**src/hw/mpm_map.vh**
```
// Register map, field layout, reset values and timing constants of the phase manager
`ifndef MPM_MAP_VH
`define MPM_MAP_VH
// ****************************************************************
// Register byte offsets
// ****************************************************************
`define MPM_A_CTRL      8'h00
`define MPM_A_OWNER     8'h04
`define MPM_A_PERIOD    8'h08
`define MPM_A_DUTY0     8'h0c
`define MPM_A_DUTY1     8'h10
`define MPM_A_ILOAD0    8'h14
`define MPM_A_ILOAD1    8'h18
`define MPM_A_THRESH    8'h1c
`define MPM_A_DROPDLY   8'h20
`define MPM_A_REFRESH   8'h24
`define MPM_A_ERRFAST   8'h28
`define MPM_A_VLIMIT0   8'h2c
`define MPM_A_VLIMIT1   8'h30
`define MPM_A_VREQ      8'h34
`define MPM_A_VTARGET   8'h38
`define MPM_A_STATUS    8'h3c
`define MPM_A_TEMPCOMP  8'h40
`define MPM_A_ICORR     8'h44
// ****************************************************************
// Field positions and reset values
// ****************************************************************
`define MPM_CTRL_RUN      0
`define MPM_CTRL_AUTODROP 1
`define MPM_CTRL_CFGSEL   4
`define MPM_VREQ_OUT      16
`define MPM_VREQ_KIND     17
`define MPM_VREQ_AVS      19
`define MPM_KIND_CMD      2'h0
`define MPM_KIND_MHIGH    2'h1
`define MPM_KIND_MLOW     2'h2
`define MPM_RST_OWNER     4'hc
`define MPM_RST_PERIOD    16'h0014
`define MPM_RST_DROPDLY   24'h002710
`define MPM_RST_REFRESH   24'h0003e8
// ****************************************************************
// Timing: 10 MHz pclk; period counts for 1 MHz and 200 kHz limits
// ****************************************************************
`define MPM_PERIOD_MIN    16'h000a
`define MPM_PERIOD_MAX    16'h0032
`define MPM_REFRESH_LEN   8'h04
`endif

```
**src/hw/mpm_core.v**
```verilog
// Four-phase dual-output PWM phase manager with APB registers
// ****************************************************************
// Summary of operation
// - Eight stored configurations, strap selects one
// - Supports 4+0, 3+1, 2+2 and fewer
// - Any phase may belong to either output
// - Constant frequency, independent leading/trailing edges
// - Pulse insert, average frequency limited
// - Switching frequency programmable 200 kHz to 1 MHz
// - Optional auto drop driven only by load
// - Drop order: output 1 lowest, else highest
// - Drop one phase per programmed delay
// - Large error re-adds all phases at once
// - Add/drop current thresholds are programmable
// - Dropped phases get periodic boot refresh pulses
// - PMBus updates setpoint and margins while running
// - Targets clamped to configured max and min
// - AVSBus path also updates output target
// - Address strap decoded to sixteen bus addresses
// - Output 0 sensed current corrected for sense temperature
// ****************************************************************
//
// Our own choices: the APB slave port and the register addresses.
`timescale 1ns/1ps
`include "mpm_map.vh"
module mpm_core #(
    parameter NPH = 4,
    parameter NCFG = 8
) (
    input  wire        pclk,
    input  wire        presetn,
    input  wire        psel,
    input  wire        penable,
    input  wire        pwrite,
    input  wire [7:0]  paddr,
    input  wire [31:0] pwdata,
    output reg  [31:0] prdata,
    output wire        pready,
    output wire        pslverr,
    input  wire [2:0]  config_strap,
    input  wire [3:0]  address_strap,
    input  wire        pulse_insert,
    output reg  [3:0]  pwm_high,
    output reg  [3:0]  pwm_low,
    output reg  [6:0]  bus_address
);
    // ****************************************************************
    // Address decode and voltage clamp helpers
    // ****************************************************************
    function [6:0] addr_bin;
        input [3:0] b;
        begin
            case (b)
                4'h0: addr_bin = 7'h60;
                4'h1: addr_bin = 7'h63;
                4'h2: addr_bin = 7'h66;
                4'h3: addr_bin = 7'h67;
                4'h4: addr_bin = 7'h42;
                4'h5: addr_bin = 7'h43;
                4'h6: addr_bin = 7'h46;
                4'h7: addr_bin = 7'h47;
                4'h8: addr_bin = 7'h52;
                4'h9: addr_bin = 7'h53;
                4'ha: addr_bin = 7'h56;
                4'hb: addr_bin = 7'h57;
                4'hc: addr_bin = 7'h5a;
                4'hd: addr_bin = 7'h5b;
                4'he: addr_bin = 7'h5e;
                default: addr_bin = 7'h5f;
            endcase
        end
    endfunction
    // Clamp a voltage code between the output's minimum and maximum
    function [15:0] clamp;
        input [15:0] v;
        input [31:0] lim;
        begin
            clamp = (v > lim[31:16]) ? lim[31:16] : ((v < lim[15:0]) ? lim[15:0] : v);
        end
    endfunction
    // ****************************************************************
    // Strap and pulse insert synchronisers
    // ****************************************************************
    reg [2:0] cfg_s1, cfg_s2;
    reg [3:0] adr_s1, adr_s2;
    reg       ins_s1, ins_s2;
    always @(posedge pclk or negedge presetn) begin
        if (!presetn) begin
            cfg_s1 <= 3'h0;
            cfg_s2 <= 3'h0;
            adr_s1 <= 4'h0;
            adr_s2 <= 4'h0;
            ins_s1 <= 1'b0;
            ins_s2 <= 1'b0;
        end else begin
            cfg_s1 <= config_strap;
            cfg_s2 <= cfg_s1;
            adr_s1 <= address_strap;
            adr_s2 <= adr_s1;
            ins_s1 <= pulse_insert;
            ins_s2 <= ins_s1;
        end
    end
    // ****************************************************************
    // Registers
    // ****************************************************************
    reg        run, autodrop;
    reg [3:0]  owner;
    reg [15:0] period;
    reg [31:0] duty0, duty1;
    reg [15:0] iload0, iload1;
    reg [31:0] thresh;
    reg [23:0] dropdly, refresh;
    reg [15:0] errfast, err_now;
    reg [31:0] vlim0, vlim1;
    reg [15:0] vt [0:5];
    reg [15:0] tcomp, icorr;
    reg [15:0] nv_period [0:NCFG-1];
    wire       wr = psel & penable & pwrite;
    wire       known = (paddr <= `MPM_A_ICORR) && (paddr[1:0] == 2'b00);
    assign pready  = 1'b1;
    assign pslverr = psel & penable & ~known;
    wire [2:0] vsel = {pwdata[`MPM_VREQ_KIND+1:`MPM_VREQ_KIND], pwdata[`MPM_VREQ_OUT]} > 3'h5
                      ? 3'h0 : {pwdata[`MPM_VREQ_KIND+1:`MPM_VREQ_KIND], pwdata[`MPM_VREQ_OUT]};
    wire [31:0] vlim_sel = pwdata[`MPM_VREQ_OUT] ? vlim1 : vlim0;
    wire [15:0] per_in = (pwdata[15:0] < `MPM_PERIOD_MIN) ? `MPM_PERIOD_MIN :
                         ((pwdata[15:0] > `MPM_PERIOD_MAX) ? `MPM_PERIOD_MAX : pwdata[15:0]);
    integer k;
    // Writes; stored sets are loaded on a write with the run bit low
    always @(posedge pclk or negedge presetn) begin
        if (!presetn) begin
            run <= 1'b0;
            autodrop <= 1'b0;
            owner <= `MPM_RST_OWNER;
            period <= `MPM_RST_PERIOD;
            duty0 <= 32'h0;
            duty1 <= 32'h0;
            iload0 <= 16'h0;
            iload1 <= 16'h0;
            thresh <= 32'h0;
            dropdly <= `MPM_RST_DROPDLY;
            refresh <= `MPM_RST_REFRESH;
            errfast <= 16'hffff;
            err_now <= 16'h0;
            vlim0 <= 32'hffff0000;
            vlim1 <= 32'hffff0000;
            tcomp <= 16'h0;
            for (k = 0; k < 6; k = k + 1)
                vt[k] <= 16'h0;
            for (k = 0; k < NCFG; k = k + 1)
                nv_period[k] <= `MPM_RST_PERIOD;
        end else if (wr) begin
            case (paddr)
                `MPM_A_CTRL: begin
                    run <= pwdata[`MPM_CTRL_RUN];
                    autodrop <= pwdata[`MPM_CTRL_AUTODROP];
                    if (!pwdata[`MPM_CTRL_RUN])
                        period <= nv_period[cfg_s2];
                end
                `MPM_A_OWNER: owner <= pwdata[3:0];
                `MPM_A_PERIOD: begin
                    period <= per_in;
                    nv_period[pwdata[18:16]] <= per_in;
                end
                `MPM_A_DUTY0: duty0 <= pwdata;
                `MPM_A_DUTY1: duty1 <= pwdata;
                `MPM_A_ILOAD0: iload0 <= pwdata[15:0];
                `MPM_A_ILOAD1: iload1 <= pwdata[15:0];
                `MPM_A_THRESH: thresh <= pwdata;
                `MPM_A_DROPDLY: dropdly <= pwdata[23:0];
                `MPM_A_REFRESH: refresh <= pwdata[23:0];
                `MPM_A_ERRFAST: begin
                    errfast <= pwdata[31:16];
                    err_now <= pwdata[15:0];
                end
                `MPM_A_VLIMIT0: vlim0 <= pwdata;
                `MPM_A_VLIMIT1: vlim1 <= pwdata;
                `MPM_A_VREQ: vt[vsel] <= clamp(pwdata[15:0], vlim_sel);
                `MPM_A_TEMPCOMP: tcomp <= pwdata[15:0];
                default: ;
            endcase
        end
    end
    // Temperature-corrected current: i * (1 + tcomp/65536), registered with the outputs
    wire [31:0] icorr_prod = iload0 * tcomp;
    // ****************************************************************
    // Phase drop and add sequencing
    // ****************************************************************
    reg [3:0]  active;
    reg [23:0] dcnt;
    // Load needs: one phase per threshold step crossed, at least one unless the output owns none
    function [2:0] need;
        input [15:0] i;
        input [15:0] step;
        input [2:0]  avail;
        begin
            if (avail == 3'h0)
                need = 3'h0;
            else if (step == 16'h0 || i >= {step[13:0], 2'b00})
                need = avail;
            else if (i >= {step[14:0], 1'b0} + step)
                need = (avail > 3'h3) ? 3'h3 : avail;
            else if (i >= {step[14:0], 1'b0})
                need = (avail > 3'h2) ? 3'h2 : avail;
            else
                need = 3'h1;
        end
    endfunction
    function [2:0] popc;
        input [3:0] m;
        begin
            popc = {2'b00, m[0]} + {2'b00, m[1]} + {2'b00, m[2]} + {2'b00, m[3]};
        end
    endfunction
    wire [2:0] n0 = popc(~owner & active);
    wire [2:0] n1 = popc(owner & active);
    wire [2:0] r0 = autodrop ? need(iload0, thresh[15:0], popc(~owner)) : popc(~owner);
    wire [2:0] r1 = autodrop ? need(iload1, thresh[31:16], popc(owner)) : popc(owner);
    reg  [3:0] drop_bit, add_bit;
    integer j, ph;
    // Pick victim: output 1 lowest active, output 0 highest; re-add is the reverse
    always @* begin
        drop_bit = 4'h0;
        add_bit  = 4'h0;
        if (n1 > r1) begin
            for (j = 3; j >= 0; j = j - 1)
                if (owner[j] && active[j])
                    drop_bit = 4'h1 << j;
        end else if (n0 > r0) begin
            for (j = 0; j < 4; j = j + 1)
                if (!owner[j] && active[j])
                    drop_bit = 4'h1 << j;
        end
        if (n1 < r1) begin
            for (j = 0; j < 4; j = j + 1)
                if (owner[j] && !active[j])
                    add_bit = 4'h1 << j;
        end else if (n0 < r0) begin
            for (j = 3; j >= 0; j = j - 1)
                if (!owner[j] && !active[j])
                    add_bit = 4'h1 << j;
        end
    end
    always @(posedge pclk or negedge presetn) begin
        if (!presetn) begin
            active <= 4'hf;
            dcnt <= 24'h0;
        end else if (!run || err_now > errfast) begin
            active <= 4'hf;
            dcnt <= 24'h0;
        end else if (add_bit != 4'h0) begin
            active <= active | add_bit;
            dcnt <= 24'h0;
        end else if (drop_bit == 4'h0) begin
            dcnt <= 24'h0;
        end else if (dcnt >= dropdly) begin
            active <= active & ~drop_bit;
            dcnt <= 24'h0;
        end else begin
            dcnt <= dcnt + 24'h1;
        end
    end
    // ****************************************************************
    // Dual-edge modulator with refresh for dropped phases
    // ****************************************************************
    reg [15:0] pcnt;
    reg [23:0] rcnt;
    reg        ins_used;
    wire [15:0] ph_off = {2'b00, period[15:2]};
    reg  [15:0] pos;
    reg  [31:0] dty;
    reg  [3:0]  next_high, next_low;
    always @* begin
        next_high = 4'h0;
        next_low  = 4'h0;
        pos = 16'h0;
        dty = 32'h0;
        for (ph = 0; ph < NPH; ph = ph + 1) begin
            pos = pcnt + ph_off * ph[15:0];
            if (pos >= period)
                pos = pos - period;
            dty = owner[ph] ? duty1 : duty0;
            if (run && active[ph]) begin
                next_high[ph] = (pos >= dty[15:0] && pos < dty[31:16]) ||
                                (ins_s2 && !ins_used);
                next_low[ph] = !next_high[ph];
            end else if (run) begin
                next_low[ph] = (rcnt < {16'h0, `MPM_REFRESH_LEN});
            end
        end
    end
    always @(posedge pclk or negedge presetn) begin
        if (!presetn) begin
            pcnt <= 16'h0;
            rcnt <= 24'h0;
            ins_used <= 1'b0;
            pwm_high <= 4'h0;
            pwm_low <= 4'h0;
            bus_address <= 7'h60;
            icorr <= 16'h0;
        end else begin
            pcnt <= (pcnt + 16'h1 >= period) ? 16'h0 : pcnt + 16'h1;
            rcnt <= (rcnt >= refresh) ? 24'h0 : rcnt + 24'h1;
            ins_used <= (pcnt != 16'h0) && (ins_used || ins_s2); // One insert per period
            pwm_high <= next_high;
            pwm_low <= next_low;
            bus_address <= addr_bin(adr_s2);
            icorr <= iload0 + icorr_prod[31:16];
        end
    end
    // ****************************************************************
    // Read path
    // ****************************************************************
    always @* begin
        case (paddr)
            `MPM_A_CTRL: prdata = {25'h0, cfg_s2, 2'b00, autodrop, run};
            `MPM_A_OWNER: prdata = {28'h0, owner};
            `MPM_A_PERIOD: prdata = {16'h0, period};
            `MPM_A_DUTY0: prdata = duty0;
            `MPM_A_DUTY1: prdata = duty1;
            `MPM_A_ILOAD0: prdata = {16'h0, iload0};
            `MPM_A_ILOAD1: prdata = {16'h0, iload1};
            `MPM_A_THRESH: prdata = thresh;
            `MPM_A_DROPDLY: prdata = {8'h0, dropdly};
            `MPM_A_REFRESH: prdata = {8'h0, refresh};
            `MPM_A_ERRFAST: prdata = {errfast, err_now};
            `MPM_A_VLIMIT0: prdata = vlim0;
            `MPM_A_VLIMIT1: prdata = vlim1;
            `MPM_A_VTARGET: prdata = {vt[1], vt[0]};
            `MPM_A_STATUS: prdata = {9'h0, bus_address, 12'h0, active};
            `MPM_A_TEMPCOMP: prdata = {16'h0, tcomp};
            `MPM_A_ICORR: prdata = {16'h0, icorr};
            default: prdata = 32'h0;
        endcase
    end
endmodule

```
**config.mk**
```make
export PLATFORM = sky130hd
export DESIGN_NAME = mpm_core
export DESIGN_NICKNAME = d
export VERILOG_FILES = /design/src/hw/mpm_core.v
export VERILOG_INCLUDE_DIRS = /design/src /design/src/hw
export SDC_FILE = /design/constraint.sdc
export NUM_CORES = 2
export LEC_CHECK = 0
export ABC_AREA = 0
export BUFFER_PORTS_ARGS = -buffer_cell sky130_fd_sc_hd__buf_2
export CAP_MARGIN = 10
export CORE_UTILIZATION = 45
export CTS_CLUSTER_DIAMETER = 120
export DETAILED_ROUTE_END_ITERATION = 16
export PLACE_DENSITY_LB_ADDON = 0.2
export SYNTH_ARGS = -nofsm -noshare
export SYNTH_HDL_FRONTEND = slang
export SYNTH_SLANG_ARGS = --single-unit
```
**constraint.sdc**
```tcl
create_clock -name pclk -period 9.1 [get_ports pclk]
set_clock_uncertainty 0.05 [all_clocks]
set_input_delay 0.455 -clock pclk [delete_from_list [all_inputs] [get_ports pclk]]
set_output_delay 0.455 -clock pclk [all_outputs]
set_load 0.02 [all_outputs]
```
### Word level (Yosys, flattened, before mapping)

Memory sizes are Yosys's and may differ from the RTL's. A register that Yosys moved wholly into a read port is not among the register bits.
Cells that the tools add are included.

* input port bits: 53
* ROM bits: 96
* word-level logic and storage cells: 306
* register bits after elaboration: 650
* memories kept: 1

Memories
* (no name shown): depth 16, bits a word 6, read ports 1, clocked after Yosys merged registers in 1, write ports 0, line mpm_core.v:53 `case (b)`

* $add $sub $neg: 25
* multipliers: 2
* order comparisons: 42
* bitwise logic cells: 13
* multiplexer cells: 79
* reductions and logical operators: 80
* eq/ne operators: 19

Operators with widths (count)
* 32-bit one-hot mux with 17 select lines: 1
* 16-bit greater-or-equal comparator: 15
* 16-bit 2-to-1 mux: 14
* 32-bit 2-to-1 mux: 5
* 128-bit bitwise mux: 1
* 24-bit 2-to-1 mux: 5
* 96-bit bitwise mux: 1
* 16-bit demux with 3-bit select: 2
* 4-bit 2-to-1 mux: 22
* 16-bit less-than comparator: 5
* 16-bit adder: 4
* 8-bit by 6-bit == test with 1-bit output, second input constant: 8
* 16-bit subtractor: 4
* 24-bit by 1-bit adder with 24-bit output, second input constant: 2
* 16-bit binary-select mux with 3-bit select: 1
* 24-bit greater-or-equal comparator: 2
* 3-bit 2-to-1 mux: 15
* 8-bit by 5-bit == test with 1-bit output, second input constant: 4
* 16-bit > comparator: 2
* 16-bit zero test: 2
* 16-bit by 16-bit multiplier with 32-bit output: 1
* 16-bit one-hot mux with 2 select lines: 1
* 2-bit AND reduction: 16
* 1-bit logical AND: 29
* other kinds (40): 98

### Longest topological paths before layout

* depth after elaboration: 20
* gate-level depth with buffers: 36

### Least setup slack after synthesis

OpenSTA, ideal clock, no wires.

* kind: flip-flop to flip-flop
* start: register iload0[7]
* end: register icorr[14]
* path slack: 1.083 ns
* stages on the path, launching flop included: 32
* buffers on the path: 2
* library setup time: 0.087 ns
* arrival time: 7.880 ns
* path through: dfrtp_1 > clkbuf_1 > clkbuf_1 > nand2_1 > fa_1 > inv_1 > fa_1 > inv_1 > fa_1 > inv_1 > fa_1 > fa_1 > inv_1 > fa_1 > inv_1 > ha_1 > or2_2 > a21o_1 > a221oi_1 > a311oi_1 > or3_1 > a21oi_1 > nor2b_1 > nor2_1 > xnor2_1 > ha_1 > a21boi_0 > o21ai_0 > a21oi_1 > o41ai_2 > or4b_2 > o211ai_1

* word-level cells in the longest chain between the ends: 2

RTL lines
* from (decl): line mpm_core.v:111 `reg [15:0] iload0, iload1;`
* from (signal assigned): line mpm_core.v:167 `` `MPM_A_ILOAD0: iload0 <= pwdata[15:0]; ``
* 16-bit by 16-bit multiplier with 32-bit output: line mpm_core.v:185 `wire [31:0] icorr_prod = iload0 * tcomp;`
* 16-bit adder (*): line mpm_core.v:308 `icorr <= iload0 + icorr_prod[31:16];`
* to (signal assigned): line mpm_core.v:308
* to (decl): line mpm_core.v:117 `reg [15:0] tcomp, icorr;`

Every way passes the cells marked *; elsewhere a longest branch is shown, timed or not.
A chain may end at the register's enable or synchronous reset.

### Final worst setup path

Same ends and word-level chain as after synthesis.

==> run metrics <==
status completed; Fin Hold WS 114 ps; most used cell, CP fa_1; met2 WL just over 70000 um; largest net degree at the start of global routing 172; synth cell count leaders ha_1 (614), dfrtp_1 (501), inv_1 (452); Port Buf Inserts 99; EDFF count, synth 0; top-count cell post-synth ha_1; fmax ~120 MHz; Post-route DRC 0; final WL 172000 um; yosys warns 0; Crit path buffers/inverters 5; Die ar. 113000 um^2; total core area ~110000 um^2; hold violation count in the final report 0; placed cell areas 52600 um^2; Critical Path Max Stage Delay 740 ps; Synth cell types 87; Max IR drop VDD 0.000108 V; max-cap violations 0; met3 routed WL ~18000 um; worst slew pin tran 1260 ps; Synth area leader dfrtp_1; Slew headroom between 10% and 20%; Main synth FF type dfrtp_1; Mean Syn Cell Area 9.84 um^2; DPL Wire Length around 130000 um; setup_tns 0 ps; Area Overhead vs Synth 9.42%; H-tree levels 3; Yosys reg bits between 500 and 600; synth top area cells dfrtp_1 (25%), ha_1 (15%), fa_1 (8.8%), mux2_2 (6.9%), dfstp_2 (4.4%); cell count after synthesis 5111; placed cells 6572; register area share after synthesis just under 30%; Clock Sinks a little under 600; Slowest-stage cell, CP dfrtp_1; fin area 55000 um^2; final worst setup slack 486 ps; share of cells above drive strength 1 around 16%; num rows roughly 120; clk buf depth 3; worst reg-to-reg path cell count 30; Worst-Skew Late Latency 640 ps; Crit path required time 9600 ps; Final GP Congestion 0.986; fin crit period 8610 ps; Via density between 5 and 6; final setup fails 0; initial antenna violation count 16; Crit Path Category flop to flop; period utilisation layout a little over nine tenths; Pwr Density 114 nW/um^2; startpoint types flop; global-route congestion overflow total 0; fillers 10.4k; Synth Cell Area around 50000 um^2; Worst EP arrival 9120 ps; static leakage 26.2 nW; unrepaired setup endpoints after global routing false; post-synth top area share around a quarter; DR iter-0 viols 3952; crit path max fanout 14; Layout Utilization ~50%; Die Ht 336 um; post-place setup slack 486 ps; Min-Delay Path Class input pin to flop; nets@finish 6048; Total Power between 6 and 7 mW; CP endpoint kind flop; Clock transition at path regs 60 ps; Starting Density 45.4%; clock tree from TritonCTS done; Worst path depth 30; ANT nets after route 0; asr flop ratio synth 100%; family with the most delay on the worst path adder cells; root buf cell clkbuf_16; Slew Limit Fails 0; Met1 Wirelength 76200 um; Hold Path Depth 2; Layout Cells excl Fill 6704; cts bufs inserted 66; die width 336 um; vias in the first global route 39.0k; I/O pin total 102; Top Metal Used met5; Overall Global Routing Usage 30.5%; drt first pass iters 7; Setup Fix Bufs, Post-CTS 0; Via Count 40.0k; first-pass GRT wire length ~260000 um; Avg WL per Cell 25.6 um
## worst register-to-register path, delay by kind of cell, from the launching register on
kind | cells | cell delay, ps
flip-flops | 1 | 740
AO/OA/AOI/OAI | 12 | 2550
XOR/XNOR | 1 | 170
buffers and inverters | 5 | 250
adder cells (fa/ha/maj) | 8 | 3560
AND/OR/NAND/NOR | 4 | 1210
## layer usage
metal	up-vias	GRT usage, %
met5	-	0
met4	10	9.42
met3	314	8.38
met2	1744	43.8
met1	19800	44.1
li1	18200	-
## flip-flops by register name, summed over array words and instances, names as in the netlist, 24 cells and up
signal and count:
duty0 32, duty1 32, vlim1 32, dcnt 24
thresh 32, nv_period 128, rcnt 24, vlim0 32
refresh 24, vt 32, dropdly 24
## cell usage in the layout (no fill, tap or decap), types with 40 or more instances in the layout
| master | netlist | final |
|---|---|---|
| ha_1 | 614 | 614 |
| dfrtp_1 | 501 | 493 |
| inv_1 | 452 | 452 |
| nand2_1 | 384 | 380 |
| mux2_2 | 310 | 310 |
| nor2_1 | 257 | 247 |
| o21ai_0 | 245 | 243 |
| fa_1 | 220 | 220 |
| a21oi_1 | 217 | 216 |
| and2_1 | 190 | 190 |
| mux2i_1 | 171 | 171 |
| a22oi_1 | 132 | 132 |
| xnor2_1 | 130 | 130 |
| a21o_1 | 111 | 111 |
| buf_2 | 5 | 98 |
| nand3_1 | 86 | 86 |
| dfstp_2 | 84 | 84 |
| nand4_1 | 83 | 83 |
| buf_4 | 3 | 83 |
| nor2b_1 | 72 | 72 |
| clkbuf_16 | 0 | 67 |
| xor2_1 | 63 | 63 |
| o21a_1 | 52 | 52 |
| nor3_1 | 44 | 43 |
| a221oi_1 | 40 | 40 |
## cells by family after synthesis
logic type	after synthesis	share of synthesized area, %
buf+inv	665	5.08
simple gates	1278	12.7
flops	585	29.3
other cells	1	0.00745
xor+xnor	193	3.36
fa+ha+maj	835	24.0
compound gates	1041	13.7
mux	513	11.8
## repair_timing
item / in CTS / in global routing
setup endpoints to repair: 0 / 2
gates resized for setup: 0 / 5
hold endpoints to repair: 87 / 0
hold buffers: 9 / 0
## final cells by class
class | instances | area [um^2] | share of cell area (%)
sequential | 585 | 14800 | 26.8
clock buffer | 91 | 1930 | 3.50
antenna | 3 | 7.51 | 0.0136
tap | 1488 | 1860 | 3.38
clock inverter | 29 | 398 | 0.723
timing repair buffer | 194 | 1280 | 2.32
multi-input combinational | 3862 | 33100 | 60.2
inverter | 452 | 1700 | 3.08
## worst paths after layout
path / start / to / slack, ps
max: iload0[7] / icorr[14] / 490
min: pwdata[31] / thresh[31] / 110
max reg2reg: iload0[7] / icorr[14] / 490
min reg2reg: cfg_s1[0] / cfg_s2[0] / 300
max in group asynchronous: presetn / nv_period[111] / 6340
min in group asynchronous: presetn / iload1[14] / 420
## power breakdown
part	leakage, nW	switching [mW]	internal (mW)
clock	1.14	1.19	1.70
combinational	17.3	0.439	0.236
sequential	7.79	0.0594	2.64
(Power assumes the default switching activity.)
